$ cat config.mk
export PLATFORM = sky130hd
export DESIGN_NAME = aft_tuning_control
export DESIGN_NICKNAME = d
export VERILOG_FILES = /design/src/verilog/aft_pkg.sv /design/src/verilog/aft_tuning_control.sv
export SDC_FILE = /design/constraint.sdc
export NUM_CORES = 1
export LEC_CHECK = 0
export BUFFER_PORTS_ARGS = -buffer_cell sky130_fd_sc_hd__buf_2
export CAP_MARGIN = 20
export CORE_ASPECT_RATIO = 0.8
export CORE_MARGIN = 4
export CORE_UTILIZATION = 65
export DETAILED_ROUTE_END_ITERATION = 12
export PLACE_DENSITY = 0.85
export SYNTH_ARGS = -nofsm -noshare
export SYNTH_HDL_FRONTEND = slang
export SYNTH_SLANG_ARGS = --single-unit
export TNS_END_PERCENT = 5
$ cat constraint.sdc
create_clock -name core_clk_i -period 8.4 [get_ports core_clk_i]
set_input_delay 1.26 -clock core_clk_i [delete_from_list [all_inputs] [get_ports core_clk_i]]
set_output_delay 1.26 -clock core_clk_i [all_outputs]
set_load 0.005 [all_outputs]
$ cat src/verilog/aft_pkg.sv
// constants and types for the antialias filter tuning control
package aft_pkg;

    // register addresses on the serial configuration port
    localparam logic [7:0] ADDR_RESP_CODE = 8'h1c;
    localparam logic [7:0] ADDR_NEG_STAT  = 8'h1d;
    localparam logic [7:0] ADDR_NEG_CAP   = 8'h1e;
    localparam logic [7:0] ADDR_POS_STAT  = 8'h1f;

    // field positions
    localparam int ERR_BIT    = 5;
    localparam int BUSY_BIT   = 0;
    localparam int LOCKED_BIT = 1;
    localparam int CAP_W      = 5;

    // reset values and the unmapped read value
    localparam logic [7:0]       RESP_CODE_RST = 8'h00;
    localparam logic [CAP_W-1:0] CAP_RST       = 5'h00;
    localparam logic [7:0]       UNMAPPED_READ = 8'h00;

    // code that arms the write lockout
    localparam logic [7:0] RESP_LOCK_CODE = 8'h00;

    // measurement window: a time, and the cycle count derived from it
    localparam int CLK_PERIOD_NS  = 40;
    localparam int MEAS_TIME_NS   = 40960;
    localparam int MEAS_CYCLES    = MEAS_TIME_NS / CLK_PERIOD_NS;
    localparam int WIN_W          = 11;
    localparam logic [WIN_W-1:0] WIN_LAST = WIN_W'(MEAS_CYCLES - 1);

    // oscillator edge counter and product widths
    localparam int CNT_W  = 12;
    localparam int PROD_W = CNT_W + 8;

    // scaling of (oscillator count x response code) into each capacitor code
    localparam int NEG_SHIFT = 11;
    localparam int POS_SHIFT = 12;
    localparam logic [PROD_W-1:0] CAP_MAX_VAL = PROD_W'(31);
    localparam logic [PROD_W-1:0] CAP_MIN_VAL = PROD_W'(1);
    localparam logic [CAP_W-1:0]  CAP_TOP     = 5'h1f;
    localparam logic [CAP_W-1:0]  CAP_BOTTOM  = 5'h00;

    typedef enum logic [1:0] {
        ST_IDLE,
        ST_MEASURE,
        ST_LOAD
    } aft_state_t;

    typedef struct packed {
        aft_state_t        state;
        logic [7:0]        resp_code;
        logic              locked;
        logic [WIN_W-1:0]  win_cnt;
        logic [CNT_W-1:0]  osc_cnt;
        logic              osc_prev;
        logic [CAP_W-1:0]  neg_cap;
        logic              neg_err;
        logic [CAP_W-1:0]  pos_cap;
        logic              pos_err;
        logic              done;
        logic [7:0]        rdata;
    } aft_regs_t;

    localparam aft_regs_t REGS_RST = '0;

endpackage : aft_pkg

$ cat src/verilog/aft_tuning_control.sv
// start-up tuning control of the antialias filter capacitor arrays
//
// How it works
// writing the response code starts tuning
// count oscillator edges over clock window
// compute and load both capacitor codes
// clamp unreachable code, set side error
// writing zero locks response register until power-off
// response register resets to zero
// code 0x60 gives cutoff clock/3.2
// cutoff scales inversely with response code
// host should put converter in standby first
// under 10% error from 13 to 18 MHz
// host should tune during start-up
// each run clears both error flags first
`timescale 1ns/10ps

module aft_tuning_control (
    input  wire logic       core_clk_i,
    input  wire logic       nrst_i,
    input  wire logic       ce_i,
    input  wire logic       reg_wr_i,
    input  wire logic       reg_rd_i,
    input  wire logic [7:0] reg_addr_i,
    input  wire logic [7:0] reg_wdata_i,
    output logic      [7:0] reg_rdata_o,
    input  wire logic       rc_osc_i,
    output logic      [4:0] neg_side_cap_code_o,
    output logic      [4:0] pos_side_cap_code_o,
    output logic            neg_side_range_error_o,
    output logic            pos_side_range_error_o,
    output logic            tune_busy_o,
    output logic            tune_done_o,
    output logic            resp_locked_o
);

    aft_pkg::aft_regs_t r;
    aft_pkg::aft_regs_t next_r;

    logic                       wr_resp;
    logic [aft_pkg::PROD_W-1:0] prod;
    logic                       osc_rise;

    // map a scaled product onto the capacitor range, flagging clamps
    function automatic logic [aft_pkg::CAP_W:0] fit_cap(
        input logic [aft_pkg::PROD_W-1:0] v
    );
        logic [aft_pkg::CAP_W:0] res;
        res = {1'b0, aft_pkg::CAP_BOTTOM};
        if (v > aft_pkg::CAP_MAX_VAL) begin
            res = {1'b1, aft_pkg::CAP_TOP};
        end else if (v < aft_pkg::CAP_MIN_VAL) begin
            res = {1'b1, aft_pkg::CAP_BOTTOM};
        end else begin
            res = {1'b0, v[aft_pkg::CAP_W-1:0]};
        end
        return res;
    endfunction : fit_cap

    // a run is under way while measuring or loading
    function automatic logic run_active(
        input aft_pkg::aft_state_t st
    );
        logic act;
        act = 1'b0;
        if (st != aft_pkg::ST_IDLE) begin
            act = 1'b1;
        end
        return act;
    endfunction : run_active

    // rising edge of the oscillator between two samples
    function automatic logic osc_rising(
        input logic level,
        input logic prev
    );
        return level && !prev;
    endfunction : osc_rising

    // count one oscillator edge, holding at full scale
    function automatic logic [aft_pkg::CNT_W-1:0] sat_inc(
        input logic [aft_pkg::CNT_W-1:0] c
    );
        logic [aft_pkg::CNT_W-1:0] n;
        n = c;
        if (c != '1) begin
            n = c + 1'b1;
        end
        return n;
    endfunction : sat_inc

    // last converter clock of the fixed measurement window
    function automatic logic window_end(
        input logic [aft_pkg::WIN_W-1:0] w
    );
        return (w == aft_pkg::WIN_LAST);
    endfunction : window_end

    // oscillator edge count times response code
    function automatic logic [aft_pkg::PROD_W-1:0] rate_times_code(
        input logic [aft_pkg::CNT_W-1:0] cnt,
        input logic [7:0]                code
    );
        logic [aft_pkg::PROD_W-1:0] p;
        p = aft_pkg::PROD_W'(cnt) * aft_pkg::PROD_W'(code);
        return p;
    endfunction : rate_times_code

    // scale the product for one side and fit it to its range
    function automatic logic [aft_pkg::CAP_W:0] side_code(
        input logic [aft_pkg::PROD_W-1:0] p,
        input int                         shift
    );
        logic [aft_pkg::PROD_W-1:0] scaled;
        scaled = p >> shift;
        return fit_cap(scaled);
    endfunction : side_code

    // negative side status: range error, busy and lockout
    function automatic logic [7:0] neg_status(
        input aft_pkg::aft_regs_t s
    );
        logic [7:0] d;
        d                      = aft_pkg::UNMAPPED_READ;
        d[aft_pkg::ERR_BIT]    = s.neg_err;
        d[aft_pkg::BUSY_BIT]   = run_active(s.state);
        d[aft_pkg::LOCKED_BIT] = s.locked;
        return d;
    endfunction : neg_status

    // positive side status: range error beside its code
    function automatic logic [7:0] pos_status(
        input aft_pkg::aft_regs_t s
    );
        logic [7:0] d;
        d                     = aft_pkg::UNMAPPED_READ;
        d[aft_pkg::ERR_BIT]   = s.pos_err;
        d[aft_pkg::CAP_W-1:0] = s.pos_cap;
        return d;
    endfunction : pos_status

    // a capacitor code in the low bits of a register byte
    function automatic logic [7:0] cap_byte(
        input logic [aft_pkg::CAP_W-1:0] c
    );
        logic [7:0] d;
        d                     = aft_pkg::UNMAPPED_READ;
        d[aft_pkg::CAP_W-1:0] = c;
        return d;
    endfunction : cap_byte

    // one converter clock of the measurement window
    function automatic aft_pkg::aft_regs_t measure_step(
        input aft_pkg::aft_regs_t s,
        input logic               rise
    );
        aft_pkg::aft_regs_t n;
        n         = s;
        n.win_cnt = s.win_cnt + 1'b1;
        if (rise) begin
            n.osc_cnt = sat_inc(s.osc_cnt);
        end
        if (window_end(s.win_cnt)) begin
            n.state = aft_pkg::ST_LOAD;
        end
        return n;
    endfunction : measure_step

    // load both capacitor codes from the finished measurement
    function automatic aft_pkg::aft_regs_t load_codes(
        input aft_pkg::aft_regs_t         s,
        input logic [aft_pkg::PROD_W-1:0] p
    );
        aft_pkg::aft_regs_t n;
        n                      = s;
        {n.neg_err, n.neg_cap} = side_code(p, aft_pkg::NEG_SHIFT);
        {n.pos_err, n.pos_cap} = side_code(p, aft_pkg::POS_SHIFT);
        n.state                = aft_pkg::ST_IDLE;
        n.done                 = 1'b1;
        return n;
    endfunction : load_codes

    // accepted write: take the code, arm lockout on zero, restart
    function automatic aft_pkg::aft_regs_t begin_run(
        input aft_pkg::aft_regs_t s,
        input logic [7:0]         code
    );
        aft_pkg::aft_regs_t n;
        n           = s;
        n.resp_code = code;
        if (code == aft_pkg::RESP_LOCK_CODE) begin
            n.locked = 1'b1;
        end
        n.state   = aft_pkg::ST_MEASURE;
        n.win_cnt = '0;
        n.osc_cnt = '0;
        n.neg_err = 1'b0;
        n.pos_err = 1'b0;
        n.done    = 1'b0;
        return n;
    endfunction : begin_run

    // a write reaches the response register only while unlocked
    function automatic logic resp_write(
        input logic       wr,
        input logic [7:0] addr,
        input logic       locked
    );
        logic hit;
        hit = 1'b0;
        if (wr && (addr == aft_pkg::ADDR_RESP_CODE) && !locked) begin
            hit = 1'b1;
        end
        return hit;
    endfunction : resp_write

    // idle: the window counter rests at zero until a write arrives
    function automatic aft_pkg::aft_regs_t idle_step(
        input aft_pkg::aft_regs_t s
    );
        aft_pkg::aft_regs_t n;
        n         = s;
        n.win_cnt = '0;
        return n;
    endfunction : idle_step

    // read data for one register address
    function automatic logic [7:0] read_mux(
        input logic [7:0]               addr,
        input aft_pkg::aft_regs_t       s
    );
        logic [7:0] d;
        d = aft_pkg::UNMAPPED_READ;
        if (addr == aft_pkg::ADDR_RESP_CODE) begin
            d = s.resp_code;
        end else if (addr == aft_pkg::ADDR_NEG_STAT) begin
            d = neg_status(s);
        end else if (addr == aft_pkg::ADDR_NEG_CAP) begin
            d = cap_byte(s.neg_cap);
        end else if (addr == aft_pkg::ADDR_POS_STAT) begin
            d = pos_status(s);
        end
        return d;
    endfunction : read_mux

    // lockout gates every write to the response register
    assign wr_resp  = resp_write(reg_wr_i, reg_addr_i, r.locked);
    assign osc_rise = osc_rising(rc_osc_i, r.osc_prev);
    // required capacitance follows oscillator rate times response code;
    // the side shifts scale code 0x60 to the clock/3.2 cutoff
    assign prod     = rate_times_code(r.osc_cnt, r.resp_code);

    always_comb begin
        next_r          = r;
        next_r.osc_prev = rc_osc_i;
        next_r.done     = 1'b0;

        // a read in the same clock as a write returns the old value
        if (reg_rd_i) begin
            next_r.rdata = read_mux(reg_addr_i, r);
        end

        case (r.state)
            aft_pkg::ST_IDLE: begin
                next_r = idle_step(next_r);
            end
            aft_pkg::ST_MEASURE: begin
                // oscillator edges per fixed span of converter clock
                next_r = measure_step(next_r, osc_rise);
            end
            aft_pkg::ST_LOAD: begin
                next_r = load_codes(next_r, prod);
            end
            default: begin
                next_r.state = aft_pkg::ST_IDLE;
            end
        endcase

        // a new accepted write restarts tuning, even mid-run
        if (wr_resp) begin
            next_r = begin_run(next_r, reg_wdata_i);
        end
    end

    // power-on reset clears the response code and the lockout;
    // a low clock enable freezes every register, read data and the
    // done pulse included, so the host may stretch a run
    always_ff @(posedge core_clk_i or negedge nrst_i) begin
        if (!nrst_i) begin
            r <= aft_pkg::REGS_RST;
        end else if (ce_i) begin
            r <= next_r;
        end
    end

    assign reg_rdata_o            = r.rdata;
    assign neg_side_cap_code_o    = r.neg_cap;
    assign pos_side_cap_code_o    = r.pos_cap;
    assign neg_side_range_error_o = r.neg_err;
    assign pos_side_range_error_o = r.pos_err;
    assign tune_busy_o            = run_active(r.state);
    assign tune_done_o            = r.done;
    assign resp_locked_o          = r.locked;

endmodule : aft_tuning_control

# After elaboration in Yosys (flattened, before gate mapping)

Index checks and enable logic that the tools add are counted.

Register bits after elaboration: 56
Input port bits: 22

$add $sub $neg: 2
Multiply operators: 1
$lt $le $gt $ge: 4
Equal/unequal tests: 12
Multiplexer cells: 18
Reduce and logical (&&, ||, !) cells: 18

Operator list:

| operator                | count |
|---|---|
| $pmux W45 S3            | 1 |
| $mux W56                | 1 |
| $mux W6                 | 7 |
| $eq A8 B5 Y1 const B    | 4 |
| $mux W12                | 2 |
| $mul A12 B8 Y20         | 1 |
| $mux W8                 | 2 |
| $add A12 B1 Y12 const B | 1 |
| $ne A12 B12 Y1 const B  | 1 |
| $add A11 B1 Y11 const B | 1 |
| $eq A11 B10 Y1 const B  | 1 |
| $reduce_bool A2 Y1      | 5 |
| $gt A9 B5 Y1 const B    | 1 |
| $lt A9 B1 Y1 const B    | 1 |
| $gt A8 B5 Y1 const B    | 1 |
| $logic_not A8 Y1        | 1 |
| $lt A8 B1 Y1 const B    | 1 |
| $ne A2 B2 Y1 const B    | 3 |
| $reduce_and A3 Y1       | 2 |
| $reduce_and A6 Y1       | 1 |
| $pmux W2 S2             | 1 |
| $reduce_and A4 Y1       | 1 |
| $logic_and A1 B1 Y1     | 3 |
| $mux W1                 | 3 |
| other kinds (8)         | 9 |

# Depth between registers and ports, before layout

Depth in word-level cells: 8
Gate-level depth with buffers: 18

# Worst setup path after synthesis

No wires, ideal clock.

Kind: reg-to-reg
Start: register r[53] (netlist bit)
End: register r (netlist bit neg_side_range_error_o)
Data arrival time: 4.737 ns
Slack: 3.523 ns
Cell stages (with the launch flop): 17
Path buffers: 1
Path through: dfrtp_1 clkbuf_1 and2_1 fa_1 fa_1 fa_1 inv_1 fa_1 inv_1 ha_1 and2_1 nand3_1 o221ai_1 or2_1 o311a_4 nor4b_4 o211ai_1

Word-level cells in the longest chain between the ends: 6
Elaborated cells on any way between the ends: 7
Those cells by class: mul: 1; order compare: 2; mux: 4

RTL lines:

| element                | line                      | source |
|---|---|---|
| from (decl)            | aft_tuning_control.sv:37  | `aft_pkg::aft_regs_t r;` |
| from (signal assigned) | aft_tuning_control.sv:290 | `r <= aft_pkg::REGS_RST;` |
| from (signal assigned) | aft_tuning_control.sv:292 | `r <= next_r;` |
| $mul A12 B8 Y20 *      | aft_tuning_control.sv:105 | `p = aft_pkg::PROD_W'(cnt) * aft_pkg::PROD_W'(code);` |
| $lt A9 B1 Y1           | aft_tuning_control.sv:52  | `end else if (v < aft_pkg::CAP_MIN_VAL) begin` |
| $mux W6                | aft_tuning_control.sv:52  |  |
| $mux W6 *              | aft_tuning_control.sv:50  | `if (v > aft_pkg::CAP_MAX_VAL) begin` |
| $pmux W45 S3 *         | aft_tuning_control.sv:263 | `case (r.state)` |
| $mux W56 *             | aft_tuning_control.sv:280 | `if (wr_resp) begin` |

Mark *: on every way between the ends. The rest lies on a longest branch, timed or not. The select of a mux whose other input is x is not followed.
A chain may end at the register's enable or synchronous reset.

# Final worst setup path

Start: register r[52] (netlist bit)
End: register r (netlist bit neg_side_cap_code_o[0])

The elaborated chain is that of the path after synthesis.

==> flow_summary.json <==
{
  "status": "complete, no violations",
  "combPwrFrac": 0.089,
  "cp_common_cell": "fa_1",
  "cp-end-kind": "register",
  "swShare": 0.2413,
  "syn2layout_area_growth_pct": 5.182,
  "startpoint_type": "register",
  "yosysMostFrequentCell": "nand2_1",
  "diodes": 0,
  "switchingPower_uw": 140.8,
  "clk_pin_slew_ps": 70,
  "grt_pass1_wl_um": 23460,
  "setup_violations": 0,
  "clkPwrFrac": 0.407,
  "rows": 30,
  "fill_cells": 632,
  "cp_max_fo": 14,
  "crit_type": "reg -> reg",
  "cp_data_required_time_ps": 8560,
  "die_w_um": 114.2,
  "ios": 45,
  "period_minus_slack_ps": 5268,
  "crit_chain": "and2_1 -> fa_1 -> fa_1 -> fa_1 -> inv_1 -> fa_1 -> inv_1 -> ha_1 -> a21oi_1 -> o221ai_1 -> or2_1 -> o311a_4 -> nor4b_4 -> a31oi_1",
  "synth_top_family_by_area": "adder cells",
  "dpl.hpwl_um": 10990,
  "clkLatencyLatePin_ps": 290,
  "fin_worst_skew_ps": 4.577,
  "cts_hold_buf": 0,
  "p_leak_nw": 3.203,
  "cts_tree": "yes",
  "drt-wirelength-per-cell_um": 17.71,
  "dr.first_iter.drc_count": 348,
  "yosys.area.top_type": "dfrtp_1",
  "coreArea_sq_um": 8633,
  "avgSynthCellArea_sq_um": 8.809,
  "cts_root_buffer": "clkbuf_16",
  "synth_compound_area_frac": 0.1103,
  "grt_util_all_layers": 0.2776,
  "hold_class": "reg -> reg",
  "via_per_inst": 6.041,
  "max_freq_ghz": 0.1898,
  "fin_crit_sh": 0.6271,
  "ys_seq_elements": 56,
  "overflow": 0,
  "powerDensity_nw_per_um2": 94.58,
  "critical_path.slowest_cell": "dfrtp_1",
  "drc": 0,
  "antenna_left": 0,
  "synth_top_area_frac": 0.2389,
  "synth_edf_count": 0,
  "layout-drive-gt1-share": 0.1098,
  "synth_cell_types": 57,
  "synth_adder_area_share": 0.2845,
  "tightest_slew_ps": 769.4,
  "io_buffers": 44,
  "yosysSeqAreaShare": 0.2389,
  "ys_async_sr_fraction": 1.000,
  "yosysWarnings": 0,
  "antenna_found_initial": 0,
  "grt_pass1_vias": 4802,
  "p_int_uw": 442.9,
  "via_count": 4748,
  "synth_simple_gate_area_frac": 0.2308,
  "synth_xor_area_frac": 0.01941,
  "synth_fp_nets": 786,
  "grt_max_degree": 57,
  "post-route-cell-area_sq_um": 6171,
  "first_pass_iters": 6,
  "critPathMaxStageDelay_ps": 560,
  "cts_buffers": 5,
  "seqPwrFrac": 0.505,
  "place_inst": 777,
  "hold_violations": 0,
  "die-height_um": 92.98,
  "min_path_cells": 2,
  "dieArea_sq_um": 10620,
  "synth_ff_type": "dfrtp_1",
  "num-nets-final": 793,
  "r2r_cells": 14,
  "cts_resized": 0,
  "maxCapViolCount": 0,
  "cts_sinks": 56,
  "postSynthCellCount": 666,
  "post-cts-setup-buffers": 0,
  "grt_setup_unrepaired": "no",
  "arrival_ps": 5430,
  "maxSlewViolCount": 0,
  "final_cell_count_no_fill": 786,
  "routabilityCongestion": 0.9276,
  "dpl_cell_area_sq_um": 5996,
  "slew-limit-headroom": 0.4871,
  "ctsHtreeMaxLevel": 2,
  "vdd_drop_max_uv": 104.7,
  "synthMuxAreaShare": 0.02047,
  "yosys-top-cells-area": "dfrtp_1 (24%), fa_1 (20%), and2_1 (8.4%)",
  "cts_buffer_depth": 2,
  "setup_tns_ps": 0,
  "synthTopCellsByCount": "nand2_1 (86), inv_1 (84), and2_1 (79)",
  "start_util": 0.6796,
  "synth_area_sq_um": 5867,
  "finalWirelength_um": 13920
}
## flip-flops by register name (all words and copies together), names as in the netlist
name and cells:
tune_done_o 1, pos_side_cap_code_o 5, neg_side_cap_code_o 5, pos_side_range_error_o 1, r 34, neg_side_range_error_o 1, reg_rdata_o 8, resp_locked_o 1
## critical path, delay by kind of cell, from the launching register on
kind            cells  cell delay [ps]
simple gates        3              970
buf+inv             2               90
compound gates      4             1090
fa+ha+maj           5             2430
flops               1              560
## cell usage in the layout, fill, tap and decap left out, types with 6 or more instances in the layout
cell | synthesis | final
a21oi_1 | 13 | 13
a31oi_1 | 14 | 14
and2_1 | 79 | 79
and3_1 | 7 | 7
buf_2 | 2 | 44
dfrtp_1 | 56 | 56
fa_1 | 59 | 59
ha_1 | 39 | 39
inv_1 | 84 | 84
nand2_1 | 86 | 86
nand3_1 | 9 | 9
nand4_1 | 7 | 7
nor2_1 | 36 | 36
nor3_1 | 6 | 6
o211ai_1 | 6 | 6
o21ai_0 | 40 | 40
xor2_1 | 8 | 8
## power by group through the flow
stage	Sequential, mW	Combinational (mW)	Clock [mW]
after CTS	0.294	0.0523	0.239
after detailed placement	0.299	0.0519	0
after global placement	0.299	0.0501	0
after floorplan	0.290	0.0399	0
final	0.295	0.0518	0.237
after global routing	0.296	0.0594	0.252
## cell families after synthesis
group	count (synthesis)
xor+xnor	13
buf+inv	131
fa+ha+maj	98
flops	56
compound gates	100
mux	9
simple gates	259
## cell type report
type / count / area, sq um / area share
clock buffers: 5 / 125.1 / 0.02028
clock inverters: 3 / 42.54 / 0.006894
inverters: 84 / 315.3 / 0.05109
multi-input cells: 479 / 3904 / 0.6326
flip-flops and latches: 56 / 1401 / 0.2271
well taps: 112 / 140.1 / 0.02271
repair buffers: 47 / 242.7 / 0.03933
## through the flow
stage	util	hold slack, ps	power [mW]	setup WS, ps
final	0.7148	485.1	0.5837	3132
after global placement	0.6945	463.1	0.3489	3264
after CTS	0.7139	486.0	0.5853	3103
after floorplan	-	442.4	0.3303	3523
after detailed placement	0.6945	469.5	0.3513	3113
after global routing	0.7148	508.5	0.6079	2891
## final timing paths
path                                       startpoint                                  to  slack (ps)
min                        reg_rdata_o[7]$_DFFE_PN0P_          reg_rdata_o[7]$_DFFE_PN0P_         490
max                                 r[52]$_DFFE_PN0P_  neg_side_cap_code_o[0]$_DFFE_PN0P_        3130
min in group asynchronous                      nrst_i                   r[22]$_DFFE_PN0P_        1100
min reg2reg                reg_rdata_o[7]$_DFFE_PN0P_          reg_rdata_o[7]$_DFFE_PN0P_         490
max in group asynchronous                      nrst_i  pos_side_cap_code_o[4]$_DFFE_PN0P_        6800
max reg2reg                         r[52]$_DFFE_PN0P_  neg_side_cap_code_o[0]$_DFFE_PN0P_        3130
## per-layer routing
layer  vias up  GRT usage  share of wire
met5         -          0              0
met4         0    0.07517          0.023
met3        38    0.05239          0.083
met2       222     0.4483           0.48
met1      2319     0.3873           0.41
li1       2169          -              -
No activity file was read; power rests on OpenSTA's default activity.
